### src/reset_restore_pkg.sv
// Constants and carrier types for the delayed reset and restore trigger.
package reset_restore_pkg;

    localparam logic [15:0] COUNTDOWN_ADDR = 16'h1037;
    localparam logic [15:0] SELECT_ADDR = 16'h1038;
    localparam logic [15:0] COUNTDOWN_RESET = 16'h0000;
    localparam logic [15:0] SELECT_RESET = 16'h0000;
    localparam logic [15:0] COUNTDOWN_MAX = 16'h00FF;
    localparam logic [15:0] SELECT_REBOOT = 16'h0000;
    localparam logic [15:0] SELECT_RESTORE = 16'h0001;
    localparam logic [7:0] SERVER_ID_DEFAULT = 8'hC8;

    localparam int CLK_HZ = 100_000_000;
    localparam int TICK_MS = 100;
    localparam int TICK_CYCLES = (CLK_HZ / 1000) * TICK_MS;

    typedef struct packed {
        logic [7:0] unit;
        logic wr;
        logic rd;
        logic [15:0] addr;
        logic [15:0] wdata;
    } reg_req_t;

    typedef struct packed {
        logic valid;
        logic ok;
        logic [15:0] rdata;
    } reg_rsp_t;

endpackage

### src/io_board_reset_restore_trigger.sv
// Delayed reset and restore trigger reached through holding-register accesses.
`timescale 1ns/1ps
`default_nettype none
module io_board_reset_restore_trigger
    import reset_restore_pkg::*;
#(
    parameter int TICK_CYCLES_P = TICK_CYCLES
) (
    input wire logic clk_i,
    input wire logic rstn_i,
    input wire reg_req_t req_i,
    output var reg_rsp_t rsp_o,
    output logic restore_defaults_o,
    output logic reboot_o,
    output logic [7:0] countdown_o
);

    // Last prescaler count of one tick.
    localparam logic [31:0] TICK_LAST = 32'(TICK_CYCLES_P - 1);

    // Tick prescaler state.
    logic [31:0] presc_r;
    logic [31:0] presc_nxt;

    // Register file state.
    logic [15:0] countdown_r;
    logic [15:0] countdown_nxt;
    logic [15:0] select_r;
    logic [15:0] select_nxt;

    // Response state.
    reg_rsp_t rsp_r;
    reg_rsp_t rsp_nxt;

    // Action pulse state.
    logic restore_r;
    logic restore_nxt;
    logic reboot_r;
    logic reboot_nxt;

    // Decoded request terms.
    logic hit;
    logic wr_take;
    logic rd_take;
    logic at_countdown;
    logic at_select;
    logic countdown_ok;
    logic select_ok;
    logic countdown_load;
    logic select_load;

    // Timing terms.
    logic tick;
    logic running;
    logic expire;

    // Requests for other server addresses belong to other boards on the line.
    // server address match
    assign hit = (req_i.unit == SERVER_ID_DEFAULT);

    assign wr_take = hit && req_i.wr;

    // A write wins when a faulty client raises both strobes at once.
    assign rd_take = hit && req_i.rd && !req_i.wr;

    assign at_countdown = (req_i.addr == COUNTDOWN_ADDR);
    assign at_select = (req_i.addr == SELECT_ADDR);

    assign countdown_ok = (req_i.wdata <= COUNTDOWN_MAX);

    assign select_ok = (req_i.wdata <= SELECT_RESTORE);

    // Out-of-range values are refused whole rather than truncated.
    assign countdown_load = wr_take && at_countdown && countdown_ok;
    assign select_load = wr_take && at_select && select_ok;

    assign tick = (presc_r == TICK_LAST);
    assign running = (countdown_r != COUNTDOWN_RESET);

    // Only the tick on which the count is one fires, so a written zero never acts.
    // zero never triggers
    assign expire = tick && (countdown_r == 16'h0001);

    // Tick prescaler: one tick every TICK_CYCLES_P clocks.
    // 100 ms tick base
    always_comb begin
        presc_nxt = presc_r + 32'h00000001;
        if (countdown_load) begin
            // A fresh load starts a whole tick, so the first unit is never short.
            presc_nxt = 32'h00000000;
        end else if (tick) begin
            presc_nxt = 32'h00000000;
        end
    end

    always_ff @(posedge clk_i or negedge rstn_i) begin
        if (!rstn_i) begin
            presc_r <= 32'h00000000;
        end else begin
            presc_r <= presc_nxt;
        end
    end

    // Countdown register.
    always_comb begin
        countdown_nxt = countdown_r;
        if (countdown_load) begin
            countdown_nxt = req_i.wdata;
        end else if (running && tick) begin
            countdown_nxt = countdown_r - 16'h0001;
        end
    end

    always_ff @(posedge clk_i or negedge rstn_i) begin
        if (!rstn_i) begin
            countdown_r <= COUNTDOWN_RESET;
        end else begin
            countdown_r <= countdown_nxt;
        end
    end

    // Selector register; a change during a countdown is used at expiry.
    always_comb begin
        select_nxt = select_r;
        if (select_load) begin
            select_nxt = req_i.wdata;
        end
    end

    always_ff @(posedge clk_i or negedge rstn_i) begin
        if (!rstn_i) begin
            select_r <= SELECT_RESET;
        end else begin
            select_r <= select_nxt;
        end
    end

    // Response to every access addressed to this board.
    always_comb begin
        rsp_nxt = '0;
        if (wr_take) begin
            rsp_nxt.valid = 1'b1;
            rsp_nxt.ok = countdown_load || select_load;
        end else if (rd_take) begin
            rsp_nxt.valid = 1'b1;
            if (at_countdown) begin
                rsp_nxt.ok = 1'b1;
                rsp_nxt.rdata = countdown_r;
            end else if (at_select) begin
                rsp_nxt.ok = 1'b1;
                rsp_nxt.rdata = select_r;
            end
        end
    end

    always_ff @(posedge clk_i or negedge rstn_i) begin
        if (!rstn_i) begin
            rsp_r <= '0;
        end else begin
            rsp_r <= rsp_nxt;
        end
    end

    // Action pulses last one clock; the receiver must latch them.
    always_comb begin
        restore_nxt = expire && (select_r == SELECT_RESTORE);
        reboot_nxt = expire && (select_r == SELECT_REBOOT);
    end

    always_ff @(posedge clk_i or negedge rstn_i) begin
        if (!rstn_i) begin
            restore_r <= 1'b0;
            reboot_r <= 1'b0;
        end else begin
            restore_r <= restore_nxt;
            reboot_r <= reboot_nxt;
        end
    end

    // All outputs come straight from flip-flops.
    assign rsp_o = rsp_r;
    assign restore_defaults_o = restore_r;
    assign reboot_o = reboot_r;

    // Values are capped at 255, so the low byte carries the whole count.
    assign countdown_o = countdown_r[7:0];

    // The tick base depends on the clock: retune TICK_CYCLES_P for another clock.
    // A write landing on the expiry tick still fires the pending action.

endmodule
`default_nettype wire

### config.mk
export PLATFORM = sky130hd
export DESIGN_NAME = io_board_reset_restore_trigger
export DESIGN_NICKNAME = d
export VERILOG_FILES = /design/src/reset_restore_pkg.sv /design/src/io_board_reset_restore_trigger.sv
export SDC_FILE = /design/constraint.sdc
export NUM_CORES = 1
export LEC_CHECK = 0
export ABC_AREA = 1
export BUFFER_PORTS_ARGS = -buffer_cell sky130_fd_sc_hd__buf_2
export CORE_MARGIN = 2
export CORE_UTILIZATION = 55
export DETAILED_ROUTE_END_ITERATION = 10
export HOLD_SLACK_MARGIN = 0.15
export PLACE_DENSITY = 0.77
export RECOVER_POWER = 25
export REMOVE_ABC_BUFFERS = 1
export SETUP_SLACK_MARGIN = 0.1
export SYNTH_ARGS = -nofsm -noshare
export SYNTH_HDL_FRONTEND = slang
export SYNTH_SLANG_ARGS = --single-unit
### constraint.sdc
create_clock -name clk_i -period 2.2 [get_ports clk_i]
set_clock_uncertainty 0.15 [all_clocks]
set_input_delay 0.11 -clock clk_i [delete_from_list [all_inputs] [get_ports clk_i]]
set_output_delay 0.11 -clock clk_i [all_outputs]
set_load 0.03 [all_outputs]
==> results of run 1 <==
[cells in the mapped netlist]
master                     instances  share of area
sky130_fd_sc_hd__nand2_1         208           0.16
sky130_fd_sc_hd__nor2_1          129          0.098
sky130_fd_sc_hd__dfrtp_1          84           0.42
sky130_fd_sc_hd__inv_1            83          0.063
sky130_fd_sc_hd__nand3_1          74          0.075
sky130_fd_sc_hd__nor3_1           21          0.021
sky130_fd_sc_hd__a21oi_1          15          0.015
sky130_fd_sc_hd__xor2_1           14          0.025
sky130_fd_sc_hd__buf_4            13          0.020
sky130_fd_sc_hd__nand4_1          12          0.015
sky130_fd_sc_hd__nor2_2            6         0.0076
sky130_fd_sc_hd__o21ai_0           6         0.0061
sky130_fd_sc_hd__buf_2             4         0.0040
sky130_fd_sc_hd__ha_1              4          0.010
sky130_fd_sc_hd__nor2_4            4         0.0091
sky130_fd_sc_hd__or2_2             4         0.0050
sky130_fd_sc_hd__inv_2             3         0.0023
sky130_fd_sc_hd__nand2_2           3         0.0038
sky130_fd_sc_hd__and3_1            2         0.0025
sky130_fd_sc_hd__buf_6             2         0.0045
sky130_fd_sc_hd__nand3_2           2         0.0040
sky130_fd_sc_hd__nand3_4           2         0.0071
sky130_fd_sc_hd__nor3b_1           2         0.0030
sky130_fd_sc_hd__xnor2_1           2         0.0035
sky130_fd_sc_hd__and2_1            1         0.0013
sky130_fd_sc_hd__clkbuf_1          1        0.00076
sky130_fd_sc_hd__nand2_4           1         0.0023
sky130_fd_sc_hd__nand3b_1          1         0.0015
sky130_fd_sc_hd__nor2_8            1         0.0040
sky130_fd_sc_hd__nor3_2            1         0.0020
sky130_fd_sc_hd__o21ai_1           1         0.0010
sky130_fd_sc_hd__o21bai_1          1         0.0015
[worst paths after layout]
path                                   start        endpoint  slack, ns  cells after the start
worst max-delay path               req_i[33]       rsp_o[17]       0.23                      6
worst min-delay path               req_i[37]        rsp_o[3]       0.18                      6
worst max register to register    presc_r[0]  countdown_r[8]       0.29                      9
worst min register to register  select_r[13]    select_r[13]       0.37                      2
max in group asynchronous             rstn_i        rsp_o[0]       0.49                      4
min in group asynchronous             rstn_i    select_r[10]       0.65                      3
[per-layer routing]
| layer | up-vias | global-route usage |
|---|---|---|
| li1 | 2402 | - |
| met1 | 2254 | 0.408 |
| met2 | 209 | 0.452 |
| met3 | 18 | 0.0511 |
| met4 | 0 | 0.0896 |
| met5 | - | 0 |
[cell usage in the layout (no fill, tap or decap), types with 4 or more instances in the layout]
cell / count
sky130_fd_sc_hd__a21oi_1: 15
sky130_fd_sc_hd__buf_2: 42
sky130_fd_sc_hd__buf_4: 16
sky130_fd_sc_hd__clkbuf_1: 28
sky130_fd_sc_hd__clkbuf_8: 9
sky130_fd_sc_hd__dfrtp_1: 84
sky130_fd_sc_hd__dlygate4sd3_1: 21
sky130_fd_sc_hd__ha_1: 4
sky130_fd_sc_hd__inv_1: 83
sky130_fd_sc_hd__nand2_1: 208
sky130_fd_sc_hd__nand3_1: 74
sky130_fd_sc_hd__nand4_1: 12
sky130_fd_sc_hd__nor2_1: 128
sky130_fd_sc_hd__nor2_2: 5
sky130_fd_sc_hd__nor2_4: 7
sky130_fd_sc_hd__nor3_1: 21
sky130_fd_sc_hd__o21ai_0: 6
sky130_fd_sc_hd__or2_2: 4
sky130_fd_sc_hd__xor2_1: 14
[worst register-to-register path: stages (launching register included)]
cell and delay (ns):
sky130_fd_sc_hd__dfrtp_1 0.41, sky130_fd_sc_hd__ha_1 0.22, sky130_fd_sc_hd__nand3_2 0.11, sky130_fd_sc_hd__inv_2 0.12
sky130_fd_sc_hd__nand2_1 0.10, sky130_fd_sc_hd__nor2_4 0.17, sky130_fd_sc_hd__nand2_2 0.18, sky130_fd_sc_hd__nor2_1 0.23
sky130_fd_sc_hd__nand3_1 0.11, sky130_fd_sc_hd__nand2_1 0.07
[stage by stage]
step,instance area [um2],instances,total power [uW]
4_1_cts,5770,912,2720
3_5_place_dp,5370,874,1670
6_report,5810,920,2710
3_3_place_gp,5370,874,1660
5_1_grt,5810,920,2800
2_1_floorplan,4810,687,1590
[kinds of logic (layout without fill, tap and decap cells)]
kind of cell,Yosys count,count (layout),synth area share
buffers and inverters,106,210,0.0942
AOI/OAI and AO/OA,23,23,0.0237
DFF,84,84,0.424
adders and majority gates,4,4,0.0101
and+or+nand+nor,474,475,0.420
xor gates and xnor gates,16,16,0.0283
[state kept, by name, summed over array words and instances, names as in the netlist]
name and count:
restore_defaults_o 1, rsp_o 18, countdown_r 16, select_r 16
reboot_o 1, presc_r 32
[what timing repair did]
action | CTS | global route
hold buffers | 22 | 0
setup buffers | 0 | 7
endpoints found under the hold margin | 110 | 0
setup endpoints to repair | 0 | 20
gates resized for setup | 0 | 4
[area by class of cell]
type,instances,area [um2]
Clock buffer,9,124
Inverter,86,323
Multi-Input combinational cell,518,2410
Timing Repair Buffer,108,658
Fill cell,765,2910
Clock inverter,7,57.6
Sequential cell,84,2100
Tap cell,108,135
[power breakdown]
group | internal, uW | leakage [uW] | total [uW] | switching, uW
clock | 428 | 0.0000886 | 1050 | 625
combinational | 53.9 | 0.00209 | 113 | 59.2
sequential | 1540 | 0.000924 | 1540 | 0.0111
total | 2020 | 0.00310 | 2710 | 684
==> metrics.md, run 1 <==
| Metric | Value |
|---|---|
| Die extent in y | `98.9 um` |
| Core Area | `0.00872 mm2` |
| Warnings from Yosys | `0` |
| Worst setup slack after placement | `0.180 ns` |
| Detailed-route via count | `4883` |
| Ratio of final minimum period to clock period | `0.898` |
| Row cnt | `34` |
| Worst Setup Slack, final | `0.225 ns` |
| Diode count | `0` |
| Core Util, Final | `0.666` |
| Part of the Yosys area used for sequential elements | `0.424` |
| Number of DRC violations after detailed-routing iteration 0 | `345` |
| Post-Route Setup TNS | `0 ns` |
| Longest individual stage delay on the worst path | `0.57 ns` |
| Post-Syn Instances | `707` |
| Overall Global Routing Usage | `0.288` |
| Antenna-violating nets left | `0` |
| Number of search-and-repair iterations in the first detailed-routing pass | `5` |
| Sink Count | `84` |
| Gp weighted congestion | `1.01` |
| DR DRC count | `0` |
| Slew Limit Fails | `0` |
| Flip-flop and latch count after synthesis | `84` |
| Die Wd | `98.9 um` |
| Total half-perimeter wirelength after legalization and detailed placement | `9880 um` |
| Tightest slew margin relative to the limit | `0.647` |
| Cell at the root of the clock tree | `sky130_fd_sc_hd__clkbuf_8` |
| WP buf/inv | `4` |
| CP max FO | `2` |
| Worst-case hold slack | `0.182 ns` |
| Routed length per instance | `14.6 um` |
| Met2 wire length | `6060 um` |
| Total power density per cell area | `466 mW/mm2` |
| Average size of a mapped cell | `7.01 um2` |
| Clock-pin slew on the worst setup and hold paths | `0.09 ns` |
| Number of antenna violations at the first check in global routing | `0` |
| DR top layer | `met4` |
| CP most frequent cell | `sky130_fd_sc_hd__dlygate4sd3_1` |
| Number of global-route vias before repair | `4815` |
| Clock latency of the later-clocked register in the worst-skew pair | `0.37 ns` |
| Max VDD drop | `0.271 mV` |
| Series of cell instances along the critical path | `dlygate4sd3_1 -> buf_2 -> nand3_1 -> dlygate4sd3_1 -> nand2_1 -> dlygate4sd3_1` |
| Detail-routed via count per cell | `5.31` |
| Run status | `completed` |
| Unique cell type count in the Yosys netlist | `32` |
| Area Overhead vs Synth | `17.2%` |
| Fraction of final layout cells sized beyond drive strength 1 | `0.127` |
| Mapped cell area | `0.00496 mm2` |
| Residual overflow from global routing | `0` |
| Cts bufs inserted | `9` |
| Critical path capture point type | `flip-flop` |
| Maximum achievable frequency | `506 MHz` |
| Arrival @ worst endpoint | `2.08 ns` |
| Leakage | `0.00310 uW` |
| Measured slew at the worst slew-check pin | `0.529 ns` |
| Number of max-cap violations | `0` |
| Pin count of the biggest net entering global routing | `41` |
| Total number of nets in the final design | `855` |
| Min Tclk post-route | `1.97 ns` |
| WP data required | `2.30 ns` |
| Routed metal-1 wire length | `6090 um` |
| Number of buffers on the longest clock path | `2` |
| Die ar. | `0.00979 mm2` |
| H-tree levels | `3` |
| Clock tree from TritonCTS | `done` |
| Unrepaired setup endpoints after global routing | `false` |
| Total of endpoints with negative setup slack in the final report | `0` |
| Count of buffers inserted at the top-level ports | `71` |
| Largest delay share family, worst path | `buffers and inverters` |
| Initial core utilization | `0.568` |
| Final Hold Fails | `0` |
| Final WL | `13400 um` |
| Type of the worst min-delay path | `primary input to flip-flop` |
| Crit start category | `primary input` |
| Wire length of the first global-routing pass | `22500 um` |
| Length of routed met3 wiring | `1050 um` |
| Top-Level Pins | `72` |
| Cell at the slowest stage of the critical path | `sky130_fd_sc_hd__dlygate4sd3_1` |
| Kind of critical path | `primary input to flip-flop` |
No activity file was read; power rests on OpenSTA's default activity.
==> inputs of run 2 (changes only) <==
--- a/config.mk
+++ b/config.mk
@@ -13,7 +13,6 @@
 export HOLD_SLACK_MARGIN = 0.15
 export PLACE_DENSITY = 0.77
 export RECOVER_POWER = 25
-export REMOVE_ABC_BUFFERS = 1
 export SETUP_SLACK_MARGIN = 0.1
 export SYNTH_ARGS = -nofsm -noshare
 export SYNTH_HDL_FRONTEND = slang
==> run 2 against run 1 <==
Against the previous run:
- global-route usage hardly changed
- via count shrank 2.1%
- core utilization down 1.5 points
- clock power is essentially flat
- final cell count fell by 1.8%
- largest cell class unchanged
==> metrics.md, run 2 (synthesis results as in run 1) <==
| Metric | Value |
|---|---|
| Total power density per cell area | `475 mW/mm2 (+1.9%)` |
| Gp weighted congestion | `0.994 (-1.2%)` |
| Number of flip-flops under the largest register name | `32 (unchanged)` |
| Fraction of final layout cells sized beyond drive strength 1 | `0.125 (-0.00232)` |
| Die Wd | `98.9 um (unchanged)` |
| Final cell count without fillers | `903 (-1.8%)` |
| Seq pwr share | `0.572 (+0.002)` |
| Number of DRC violations after detailed-routing iteration 0 | `275 (-20%)` |
| Residual overflow from global routing | `0 (unchanged)` |
| Detail-routed via count per cell | `5.29 (-0.29%)` |
| Cts bufs inserted | `9 (unchanged)` |
| Clock-pin slew on the worst setup and hold paths | `0.09 ns (about the same)` |
| Run status | `completed` |
| Worst setup slack after placement | `0.243 ns (+0.0627 ns)` |
| Switching power as a share of total power | `0.242 (-0.0102)` |
| Net count after synthesis | `755` |
| Number of max-cap violations | `0 (unchanged)` |
| Count of buffers inserted at the top-level ports | `71 (unchanged)` |
| Cell count after placement | `872 (-0.23%)` |
| Post-Route Setup TNS | `0 ns (unchanged)` |
| Min Tclk post-route | `1.96 ns (-0.0192 ns)` |
| Initial core utilization | `0.568 (unchanged)` |
| Post-detailed-placement cell area | `0.00536 mm2 (about the same)` |
| Net switching power figure | `654 uW (-4.4%)` |
| Slew Limit Fails | `0 (unchanged)` |
| Max VDD drop | `0.343 mV (+27%)` |
| Combinational share of power | `0.042 (about the same)` |
| Worst Setup Slack, final | `0.244 ns (+0.0192 ns)` |
| Kind of critical path | `primary input to flip-flop` |
| Total of endpoints with negative setup slack in the final report | `0 (unchanged)` |
| Clock tree from TritonCTS | `done` |
| Routed length per instance | `14.4 um (-0.81%)` |
| Register with the most flip-flops | `presc_r` |
| Sink Count | `84 (unchanged)` |
| H-tree levels | `3 (unchanged)` |
| Ratio of final minimum period to clock period | `0.889 (-0.00872)` |
| DR DRC count | `0 (unchanged)` |
| Type of the worst min-delay path | `primary input to flip-flop` |
| Antenna-violating nets left | `0 (unchanged)` |
| Cell at the root of the clock tree | `sky130_fd_sc_hd__clkbuf_8` |
| Area Overhead vs Synth | `14.6%` |
| Tightest slew margin relative to the limit | `0.380 (-0.267)` |
| Reg2Reg Depth | `6 (-3)` |
| Diode count | `0 (unchanged)` |
| Total non-filler cell area in the finished layout | `0.00568 mm2 (-2.3%)` |
| Cell-internal power | `2040 uW (+0.95%)` |
| Clock power frac | `0.386 (-0.003)` |
| Total number of nets in the final design | `838 (-2.0%)` |
| Critical path capture point type | `flip-flop` |
| Number of antenna violations at the first check in global routing | `0 (unchanged)` |
| Row cnt | `34 (unchanged)` |
| Unrepaired setup endpoints after global routing | `true` |
| Pin count of the biggest net entering global routing | `51 (+24%)` |
| WP data required | `2.30 ns (about the same)` |
| Leakage | `0.00305 uW (-1.7%)` |
| CP max FO | `2 (unchanged)` |
| Number of buffers on the longest clock path | `2 (unchanged)` |
| Total half-perimeter wirelength after legalization and detailed placement | `9630 um (-2.5%)` |
| Number of post-CTS setup repair buffers | `0 (unchanged)` |
| Arrival @ worst endpoint | `2.06 ns (-0.02 ns)` |
| Post-route total power | `2700 uW (-0.41%)` |
| Top-Level Pins | `72 (unchanged)` |
| Die extent in y | `98.9 um (unchanged)` |
| Number of global-route vias before repair | `4876 (+1.3%)` |
| Overall Global Routing Usage | `0.288 (about the same)` |
| Final Hold Fails | `0 (unchanged)` |
| Detailed-route via count | `4779 (-2.1%)` |
| Instance count along the most critical hold path | `8 (+2)` |
| Die ar. | `0.00979 mm2 (unchanged)` |
| Clock latency of the later-clocked register in the worst-skew pair | `0.36 ns (about the same)` |
| Commonest non-fill, non-tap cells in the layout | `sky130_fd_sc_hd__nand2_1, sky130_fd_sc_hd__nor2_1, sky130_fd_sc_hd__dfrtp_1, sky130_fd_sc_hd__inv_1, sky130_fd_sc_hd__nand3_1` |
| Wire length of the first global-routing pass | `22600 um (+0.55%)` |
| Measured slew at the worst slew-check pin | `0.930 ns (+0.400 ns)` |
| Crit start category | `primary input` |
| Core Area | `0.00872 mm2 (unchanged)` |
| Most common cell after layout, fill and taps aside | `sky130_fd_sc_hd__nand2_1` |
| Number of search-and-repair iterations in the first detailed-routing pass | `5 (unchanged)` |
| Filler cell count | `778 (+1.7%)` |
| Final WL | `13000 um (-2.6%)` |
| Maximum achievable frequency | `511 MHz (+0.98%)` |
run 2: per-layer routing:
layer / vias up / track usage / part of all wire
met5: - / 0 / 0
met1: 2216 / 0.357 / 0.42
met2: 160 / 0.502 / 0.50
met4: 0 / 0.130 / 0.034
met3: 43 / 0.0362 / 0.044
li1: 2360 / - / -
run 2: worst max-delay path, cell delays in order:
cell and delay (ns):
sky130_fd_sc_hd__dlygate4sd3_1 0.53, sky130_fd_sc_hd__buf_2 0.13, sky130_fd_sc_hd__nand3_1 0.11, sky130_fd_sc_hd__dlygate4sd3_1 0.57
sky130_fd_sc_hd__nand2_1 0.05, sky130_fd_sc_hd__dlygate4sd3_1 0.55
run 2: layout make-up:
class | count | area (um2) | area share
inverters | 86 | 323 | 0.0569
multi-input cells | 517 | 2400 | 0.422
repair buffers | 92 | 536 | 0.0943
well taps | 108 | 135 | 0.0238
clock buffers | 10 | 138 | 0.0242
clock inverters | 6 | 46.3 | 0.00815
flip-flops and latches | 84 | 2100 | 0.370
run 2: final timing paths:
path / to / slack [ns] / startpoint
max: rsp_o[17] / 0.24 / req_i[33]
min: countdown_r[7] / 0.16 / req_i[15]
max reg2reg: presc_r[14] / 0.27 / presc_r[10]
min reg2reg: select_r[13] / 0.37 / select_r[13]
max in group asynchronous: countdown_r[4] / 0.32 / rstn_i
min in group asynchronous: presc_r[26] / 0.80 / rstn_i
run 2: through the flow:
step | utilization | hold WS (ns)
after floorplan | - | -0.336
final | 0.651 | 0.164
after global routing | 0.651 | 0.215
after CTS | 0.653 | 0.151
after detailed placement | 0.615 | -0.0451
after global placement | 0.615 | -0.0490
run 2: power by group through the flow:
stage / Sequential, uW / Combinational [uW] / Clock (uW)
after global placement: 1570 / 91.0 / 0
after detailed placement: 1570 / 96.1 / 0
after global routing: 1540 / 130 / 1120
after CTS: 1540 / 113 / 1060
after floorplan: 1570 / 15.1 / 0
final: 1540 / 113 / 1040
run 2: timing repair:
| action | 4_1_cts | 5_1_grt |
|---|---|---|
| endpoints found under the hold margin | 111 | 0 |
| endpoints found under the setup margin | 0 | 5 |
| resized for setup | 0 | 2 |
| hold buffers | 15 | 0 |
